**config.mk**
```make
export PLATFORM = sky130hd
export DESIGN_NAME = adcseq_top
export DESIGN_NICKNAME = d
export VERILOG_FILES = /design/src/verilog/adcseq_pkg.sv /design/src/verilog/adcseq_prescaler.sv /design/src/verilog/adcseq_top.sv
export SDC_FILE = /design/constraint.sdc
export NUM_CORES = 1
export LEC_CHECK = 0
export BUFFER_PORTS_ARGS = -buffer_cell sky130_fd_sc_hd__buf_2
export CORE_MARGIN = 10
export CORE_UTILIZATION = 52
export CTS_BUF_LIST = sky130_fd_sc_hd__clkbuf_4 sky130_fd_sc_hd__clkbuf_8
export CTS_CLUSTER_SIZE = 24
export DETAILED_ROUTE_END_ITERATION = 6
export PLACE_DENSITY = 0.89
export SYNTH_ARGS = -nofsm -noshare
export SYNTH_HDL_FRONTEND = slang
export SYNTH_SLANG_ARGS = --single-unit
```
**constraint.sdc**
```tcl
create_clock -name CORE_CLK -period 1.9 [get_ports CORE_CLK]
set_input_delay 0.38 -clock CORE_CLK [delete_from_list [all_inputs] [get_ports CORE_CLK]]
set_output_delay 0.38 -clock CORE_CLK [all_outputs]
set_load 0.02 [all_outputs]
```
**src/verilog/adcseq_pkg.sv**
```systemverilog
// Purpose: constants and types for the conversion sequencer
// Assumes: 8-bit register port, one register per index
// Notes: register indices chosen locally
package adcseq_pkg;
   localparam logic [2:0] ADDR_CTRL_A = 3'h0;
   localparam logic [2:0] ADDR_CTRL_B = 3'h1;
   localparam logic [2:0] ADDR_RES_LO = 3'h2;
   localparam logic [2:0] ADDR_RES_HI = 3'h3;
   localparam logic [2:0] ADDR_MUX = 3'h4;
   // control a fields
   localparam int BIT_EN = 7;
   localparam int BIT_START = 6;
   localparam int BIT_AUTO = 5;
   localparam int BIT_DONE = 4;
   localparam int BIT_IRQ_EN = 3;
   // mux register fields
   localparam int BIT_LEFT = 5;
   localparam logic [7:0] RESET_BYTE = 8'h00;
   localparam logic [7:0] CTRL_B_MASK = 8'h07;
   localparam logic [2:0] TRIG_FREE = 3'h0;
   localparam logic [4:0] FIRST_CYCLES = 5'h19;
   localparam logic [4:0] NORMAL_CYCLES = 5'h0d;
   localparam int RESULT_W = 10;
   typedef struct packed {
      logic [7:0] addr;
      logic [7:0] wdata;
      logic wr;
      logic rd;
   } adcseq_bus_t;
endpackage : adcseq_pkg

```
**src/verilog/adcseq_prescaler.sv**
```systemverilog
// Purpose: converter clock tick from the system clock
// Assumes: runs only while enabled
// Notes: one-cycle tick per converter clock period
`timescale 1ns/10ps
`default_nettype none
module adcseq_prescaler
   import adcseq_pkg::*;
(
   input wire logic clk,
   input wire logic reset_n,
   input wire logic run,
   input wire logic [2:0] sel,
   output logic tick
);
   logic [6:0] cnt;
   logic [6:0] last;

   always_comb
   begin
      case (sel)
         3'h0, 3'h1: last = 7'h01;
         3'h2: last = 7'h03;
         3'h3: last = 7'h07;
         3'h4: last = 7'h0f;
         3'h5: last = 7'h1f;
         3'h6: last = 7'h3f;
         default: last = 7'h7f;
      endcase
   end

   always_ff @(posedge clk or negedge reset_n)
   begin
      if (!reset_n)
      begin
         cnt <= 7'h00;
         tick <= 1'b0;
      end
      else if (!run)
      begin
         cnt <= 7'h00;
         tick <= 1'b0;
      end
      else
      begin
         tick <= ((cnt & last) == last);
         cnt <= cnt + 7'h01;
      end
   end
endmodule : adcseq_prescaler
`default_nettype wire

```
**src/verilog/adcseq_top.sv**
```systemverilog
// Purpose: control for a 10-bit successive-approximation converter
// Assumes: 8-bit register port, strobes one cycle, read data next cycle
// Notes: trigger sources may be asynchronous pulses or levels
// Contract
// - enable powers converter; clearing it aborts conversion in progress
// - single mode: each start write converts; free running continues itself
// - first conversion after enable takes 25 clocks, later ones 13
// - start bit reads one while busy; writing zero does nothing
// - auto trigger starts conversion on rising edge of selected source
// - done flag set when conversion finishes and result updated
// - done flag cleared by interrupt vector or by writing one
// - interrupt requested only when flag, enable and global enable set
// - converter clock is system clock divided per prescaler code
// - low byte read locks result updates until high byte read
// - right or left alignment of 10-bit result, unused bits zero
// - trigger select ignored while auto trigger disabled
// - switching to a set source gives rising edge and starts conversion
// - selecting free running itself never triggers
// - trigger codes: free, comparator, ext0, t0 cmp, t0 ovf, t1 cmpb, t1 ovf, t1 cap
// - reference and channel changes apply after conversion completes
// - alignment change applies immediately to presented result
`timescale 1ns/10ps
`default_nettype none
module adcseq_top
   import adcseq_pkg::*;
(
   input wire logic CORE_CLK,
   input wire logic RESET_N,
   input wire logic [7:0] ADDR,
   input wire logic [7:0] WDATA,
   input wire logic WR,
   input wire logic RD,
   output logic [7:0] RDATA,
   input wire logic [RESULT_W-1:0] CORE_RESULT,
   input wire logic [6:0] TRIG_SRC,
   input wire logic GLOBAL_IRQ_EN,
   input wire logic IRQ_ACK,
   output logic IRQ,
   output logic CORE_POWER,
   output logic CORE_CLK_EN,
   output logic CORE_SAMPLE,
   output logic [1:0] CORE_REF,
   output logic [4:0] CORE_CHANNEL
);
   typedef enum {ST_IDLE, ST_CONV} adcseq_state_t;
   adcseq_state_t state;
   adcseq_bus_t bus;
   logic [7:0] ctrl_a;
   logic [7:0] ctrl_b;
   logic [7:0] mux_reg;
   logic done;
   logic first;
   logic [4:0] cyc;
   logic [RESULT_W-1:0] result;
   logic locked;
   logic tick;
   logic [6:0] trig_s1;
   logic [6:0] trig_s2;
   logic trig_sel;
   logic trig_prev;
   logic trig_rise;
   logic wr_a;
   logic start_req;
   logic finish;
   logic [7:0] res_lo;
   logic [7:0] res_hi;

   assign bus = '{addr: ADDR, wdata: WDATA, wr: WR, rd: RD};
   assign wr_a = bus.wr && bus.addr[2:0] == ADDR_CTRL_A && bus.addr[7:3] == 5'h00;

   // trigger inputs may be asynchronous pulses
   always_ff @(posedge CORE_CLK or negedge RESET_N)
   begin
      if (!RESET_N)
      begin
         trig_s1 <= 7'h00;
         trig_s2 <= 7'h00;
      end
      else
      begin
         trig_s1 <= TRIG_SRC;
         trig_s2 <= trig_s1;
      end
   end

   // free running restarts in the sequencer, so code 0 never edges
   always_comb
   begin
      case (ctrl_b[2:0])
         TRIG_FREE: trig_sel = 1'b0;
         3'h1: trig_sel = trig_s2[0];
         3'h2: trig_sel = trig_s2[1];
         3'h3: trig_sel = trig_s2[2];
         3'h4: trig_sel = trig_s2[3];
         3'h5: trig_sel = trig_s2[4];
         3'h6: trig_sel = trig_s2[5];
         default: trig_sel = trig_s2[6];
      endcase
   end

   always_ff @(posedge CORE_CLK or negedge RESET_N)
   begin
      if (!RESET_N)
         trig_prev <= 1'b0;
      else
         trig_prev <= trig_sel;
   end

   // a switch onto a source that is already set counts as an edge
   assign trig_rise = ctrl_a[BIT_AUTO] && trig_sel && !trig_prev;

   assign start_req = (wr_a && bus.wdata[BIT_START] && bus.wdata[BIT_EN])
      || (ctrl_a[BIT_EN] && trig_rise);
   assign finish = state == ST_CONV && tick && cyc == 5'h01;

   // control a
   always_ff @(posedge CORE_CLK or negedge RESET_N)
   begin
      if (!RESET_N)
         ctrl_a <= RESET_BYTE;
      else if (wr_a)
         ctrl_a <= bus.wdata;
   end

   always_ff @(posedge CORE_CLK or negedge RESET_N)
   begin
      if (!RESET_N)
         ctrl_b <= RESET_BYTE;
      else if (bus.wr && bus.addr == {5'h00, ADDR_CTRL_B})
         ctrl_b <= bus.wdata & CTRL_B_MASK;
   end

   // reference, alignment and channel
   always_ff @(posedge CORE_CLK or negedge RESET_N)
   begin
      if (!RESET_N)
         mux_reg <= RESET_BYTE;
      else if (bus.wr && bus.addr == {5'h00, ADDR_MUX})
         mux_reg <= bus.wdata;
   end

   // done flag: set wins over clear
   always_ff @(posedge CORE_CLK or negedge RESET_N)
   begin
      if (!RESET_N)
         done <= 1'b0;
      else if (finish && !locked)
         done <= 1'b1;
      else if (IRQ_ACK || (wr_a && bus.wdata[BIT_DONE]))
         done <= 1'b0;
   end

   // sequencer
   always_ff @(posedge CORE_CLK or negedge RESET_N)
   begin
      if (!RESET_N)
      begin
         state <= ST_IDLE;
         cyc <= 5'h00;
         first <= 1'b1;
      end
      else if (!(wr_a ? bus.wdata[BIT_EN] : ctrl_a[BIT_EN]))
      begin
         state <= ST_IDLE;
         first <= 1'b1;
         cyc <= 5'h00;
      end
      else if (state == ST_IDLE && start_req)
      begin
         state <= ST_CONV;
         cyc <= first ? FIRST_CYCLES : NORMAL_CYCLES;
         first <= 1'b0;
      end
      else if (state == ST_CONV && tick)
      begin
         if (cyc == 5'h01)
         begin
            // free running restarts directly
            if (ctrl_a[BIT_AUTO] && ctrl_b[2:0] == TRIG_FREE)
               cyc <= NORMAL_CYCLES;
            else
               state <= ST_IDLE;
         end
         else
            cyc <= cyc - 5'h01;
      end
   end

   // result latch with read lock
   always_ff @(posedge CORE_CLK or negedge RESET_N)
   begin
      if (!RESET_N)
         result <= '0;
      else if (finish && !locked)
         result <= CORE_RESULT;
   end

   always_ff @(posedge CORE_CLK or negedge RESET_N)
   begin
      if (!RESET_N)
         locked <= 1'b0;
      else if (bus.rd && bus.addr == {5'h00, ADDR_RES_LO})
         locked <= 1'b1;
      else if (bus.rd && bus.addr == {5'h00, ADDR_RES_HI})
         locked <= 1'b0;
   end

   // selections reach the core only between conversions
   always_ff @(posedge CORE_CLK or negedge RESET_N)
   begin
      if (!RESET_N)
      begin
         CORE_REF <= 2'h0;
         CORE_CHANNEL <= 5'h00;
      end
      else if (state == ST_IDLE || finish)
      begin
         CORE_REF <= mux_reg[7:6];
         CORE_CHANNEL <= mux_reg[4:0];
      end
   end

   // presentation follows alignment immediately
   always_comb
   begin
      if (mux_reg[BIT_LEFT])
      begin
         res_hi = result[9:2];
         res_lo = {result[1:0], 6'h00};
      end
      else
      begin
         res_hi = {6'h00, result[9:8]};
         res_lo = result[7:0];
      end
   end

   always_ff @(posedge CORE_CLK or negedge RESET_N)
   begin
      if (!RESET_N)
         RDATA <= 8'h00;
      else if (!bus.rd)
         RDATA <= 8'h00;
      else if (bus.addr == {5'h00, ADDR_CTRL_A})
         RDATA <= {ctrl_a[BIT_EN], state == ST_CONV, ctrl_a[BIT_AUTO], done,
            ctrl_a[3:0]};
      else if (bus.addr == {5'h00, ADDR_CTRL_B})
         RDATA <= ctrl_b;
      else if (bus.addr == {5'h00, ADDR_RES_LO})
         RDATA <= res_lo;
      else if (bus.addr == {5'h00, ADDR_RES_HI})
         RDATA <= res_hi;
      else if (bus.addr == {5'h00, ADDR_MUX})
         RDATA <= mux_reg;
      else
         RDATA <= 8'h00;
   end

   // outputs, each from its own flop
   always_ff @(posedge CORE_CLK or negedge RESET_N)
   begin
      if (!RESET_N)
         IRQ <= 1'b0;
      else
         IRQ <= done && ctrl_a[BIT_IRQ_EN] && GLOBAL_IRQ_EN;
   end

   always_ff @(posedge CORE_CLK or negedge RESET_N)
   begin
      if (!RESET_N)
         CORE_POWER <= 1'b0;
      else
         CORE_POWER <= ctrl_a[BIT_EN];
   end

   always_ff @(posedge CORE_CLK or negedge RESET_N)
   begin
      if (!RESET_N)
         CORE_CLK_EN <= 1'b0;
      else
         CORE_CLK_EN <= ctrl_a[BIT_EN] && state == ST_CONV && tick;
   end

   always_ff @(posedge CORE_CLK or negedge RESET_N)
   begin
      if (!RESET_N)
         CORE_SAMPLE <= 1'b0;
      else
         CORE_SAMPLE <= finish;
   end

   adcseq_prescaler u_presc (
      .clk(CORE_CLK),
      .reset_n(RESET_N),
      .run(ctrl_a[BIT_EN]),
      .sel(ctrl_a[2:0]),
      .tick(tick)
   );
endmodule : adcseq_top
`default_nettype wire

```
==> results.md <==
- Mapped Nets: 317
- Synth Area in Adders: 1.09%
- Worst path arrival time: 2.05 ns
- IO Count: 58
- Placed cell area: 0.00391 mm^2
- Max-Cap Viols: 0
- Simple-gate share of the synthesized area: 13.1%
- EDFF count, synth: 0
- Ant. Diodes: 0
- Global-route wire length before repair: 12700 um
- Peak VDD IR: 0.623 mV
- Pin count of the biggest net entering global routing: 46
- Pre-CTS setup slack: -0.206 ns
- Clock Latency Late Sink: 0.36 ns
- Final Power: 0.00306 W
- Initial Util: 54.0%
- Avg WL per Cell: 18.5 um
- Post-Syn Instances: 275
- Hold crit path type: primary input to register
- Status: finished clean
- Port Buffers: 57
- Post-synth top area share: 55.8%
- Cell area power density: 740 mW/mm^2
- Tcrit/Tclk final: 95.2%
- Share of post-route cells with drive strength above 1: 43.0%
- Worst Hold Depth: 1
- Post-route ant nets: 0
- Via count: 2492
- Sw Share: 24.0%
- Iteration-0 DRC count of the detailed router: 217
- H-tree depth: 3
- Clock Sinks: 78
- Sequential fraction of the synthesis area: 56.6%
- Clk buf depth: 2
- GRT overflow: 0
- Setup ws final: 0.0910 ns
- CTS tree: done
- Total GRT Usage: 15.6%
- Delay-heaviest family, CP: simple AND/OR/NAND/NOR gates
- CP Max Fanout: 5
- Die area: 0.0103 mm^2
- Async S/R FF share, synth: 100%
- CP max stage cell: dfrtp_1
- Crit path kind: register to register
- R2r worst-path depth: 7
- Max FFs per register: 10
- Crit path time final: 1.81 ns
- Final Max Tran Viols: 0
- Core ar.: 0.00639 mm^2
- CTS Buf Count: 9
- Synth warn: 0
- Vias/cell: 5.73
- Vias in the first global route: 2613
- Synthesized area per cell: 12.5 um^2
- CP Data Required Time: 2.14 ns
- Clock slew at reported path FFs: 0.07 ns
- Clock network power share: 36.4%
- Total Routed Length: 8050 um
- CTS Root Cell: clkbuf_8
- Critical path depth: 7
- Pleak: 2.05 nW
- WP buf/inv: 2
- Nets@finish: 395
- # rows: 29
- Synth Cell Area: 0.00345 mm^2
- Final setup vio count: 0
- Synth area leaders: dfrtp_1 56%, mux2_2 11%, nand3_1 1.7%
- Fmax: 553 MHz
- Post-synthesis xor/xnor area fraction: 1.78%
- Cells along the critical path: inv_1, ha_1, nand3b_1, or2_4, nor2_4, clkbuf_4, mux2_2
- Final Util: 64.8%
- Synthesis-stage register bit count: 78
- RSZ-0062 raised after global routing: no
- Die Span X: 101 um
- Total net switching power: 0.000736 W
- Area Overhead vs Synth: 19.9%
- Seq pwr share: 56.8%
- Skew final: 0.00886 ns
- Multiplexer share of the synthesized area: 13.0%
- Residual DRC: 0
- Logic pwr share: 6.8%
- Critical path launch point type: register
- Crit. End Element: register
- Post-synth top area cell: dfrtp_1
- Unique cell type count in the Yosys netlist: 60
- Max_slew headroom: 71.4%
- DP HPWL: 5880 um
- Initial antenna violation count: 0
- Worst-Margin Slew: 0.429 ns
- Die Height: 101 um
- Largest family of logic cells by synthesized area: simple AND/OR/NAND/NOR gates
- Post-synth top flop: dfrtp_1
- Compound-Gate Fraction of Synth Area: 11.2%
- Gpl congestion: 0.864
- Detailed Routing Iterations Pass 1: 4
- Post-route cell area: 0.00414 mm^2
- Final Hold Viols: 0
- Cell Int Power: 0.00233 W
- Crit path largest cell delay: 0.40 ns
stage by stage:
stage / TNS [ns] / instances / hold WS [ns]
floorplan: 0 / 275 / 0.0844
global placement: -0.234 / 416 / 0.331
detailed placement: -0.635 / 416 / 0.338
CTS: 0 / 433 / 0.119
global route: 0 / 435 / 0.116
finish: 0 / 435 / 0.124
repair_timing:
| item | 4_1_cts | 5_1_grt |
|---|---|---|
| hold endpoints to repair | 33 | 0 |
| endpoints found under the setup margin | 0 | 13 |
| buffers inserted | 0 | 1 |
| hold buffers | 1 | 0 |
| gates resized for setup | 0 | 9 |
layer usage:
metal | wire, um | vias up | GRT usage, %
met3 | 490 | 15 | 3.68
met5 | 0 | - | 0
met2 | 4040 | 90 | 26.3
li1 | - | 1147 | -
met4 | 199 | 0 | 7.40
met1 | 3310 | 1240 | 18.4
power by group through the flow:
stage | combinational [W] | clock [W] | sequential, W
finish | 0.000209 | 0.00112 | 0.00174
global route | 0.000230 | 0.00120 | 0.00174
CTS | 0.000207 | 0.00113 | 0.00174
detailed placement | 0.000204 | 0 | 0.00177
global placement | 0.000197 | 0 | 0.00177
floorplan | 0.0000796 | 0 | 0.00177
layout by cell type, fill, tap and decap left out, types with 3 or more instances in the layout:
cell	Yosys	layout
dfrtp_1	77	76
buf_2	3	56
mux2_2	35	35
buf_4	2	19
nand2_1	14	14
nor2_1	13	12
nand3_1	12	12
inv_1	10	10
clkbuf_8	1	10
and2_1	8	8
a21oi_1	7	7
a21boi_0	6	6
o21ai_0	7	6
xnor2_1	6	6
and3_1	4	4
a22oi_1	4	4
mux2i_1	4	4
o21ai_1	2	3
or2_4	1	3
ha_1	3	3
clkinv_2	0	3
clkbuf_4	0	3
final timing paths:
kind	startpoint	end	slack (ns)
setup / recovery	cyc[1]	result[3]	0.09
max in group asynchronous	RESET_N	first	0.77
hold / removal	TRIG_SRC[3]	trig_s1[3]	0.12
hold reg to reg	trig_s1[5]	trig_s2[5]	0.35
setup reg to reg	cyc[1]	result[3]	0.09
min in group asynchronous	RESET_N	RDATA[7]	0.50
cell type report:
class / instances / area, um^2
Clock buffer: 12 / 153
Clock inverter: 4 / 22.5
Fill cell: 455 / 2250
Inverter: 10 / 37.5
Multi-Input combinational cell: 175 / 1400
Sequential cell: 78 / 1950
Tap cell: 77 / 96.3
Timing Repair Buffer: 79 / 472
cell usage after synthesis, types with 3 or more instances:
library cell and instances:
a21boi_0 6, nand2_1 14, and3_1 4, mux2_2 35
clkbuf_1 3, xnor2_1 6, nand3_1 12, ha_1 3
buf_2 3, dfrtp_1 77, o21ai_0 7, and2_1 8
a22oi_1 4, mux2i_1 4, nor2_1 13, a21oi_1 7
inv_1 10
kinds of logic (layout without fill, tap and decap cells):
| family | Yosys count | in the layout |
|---|---|---|
| AO/OA/AOI/OAI | 51 | 51 |
| buffers and inverters | 22 | 105 |
| adder cells (fa/ha/maj) | 3 | 3 |
| multiplexers | 40 | 40 |
| XOR/XNOR | 7 | 7 |
| AND/OR/NAND/NOR | 74 | 74 |
| flip-flops | 78 | 78 |
Note: power is estimated with default switching activity, not from simulation.
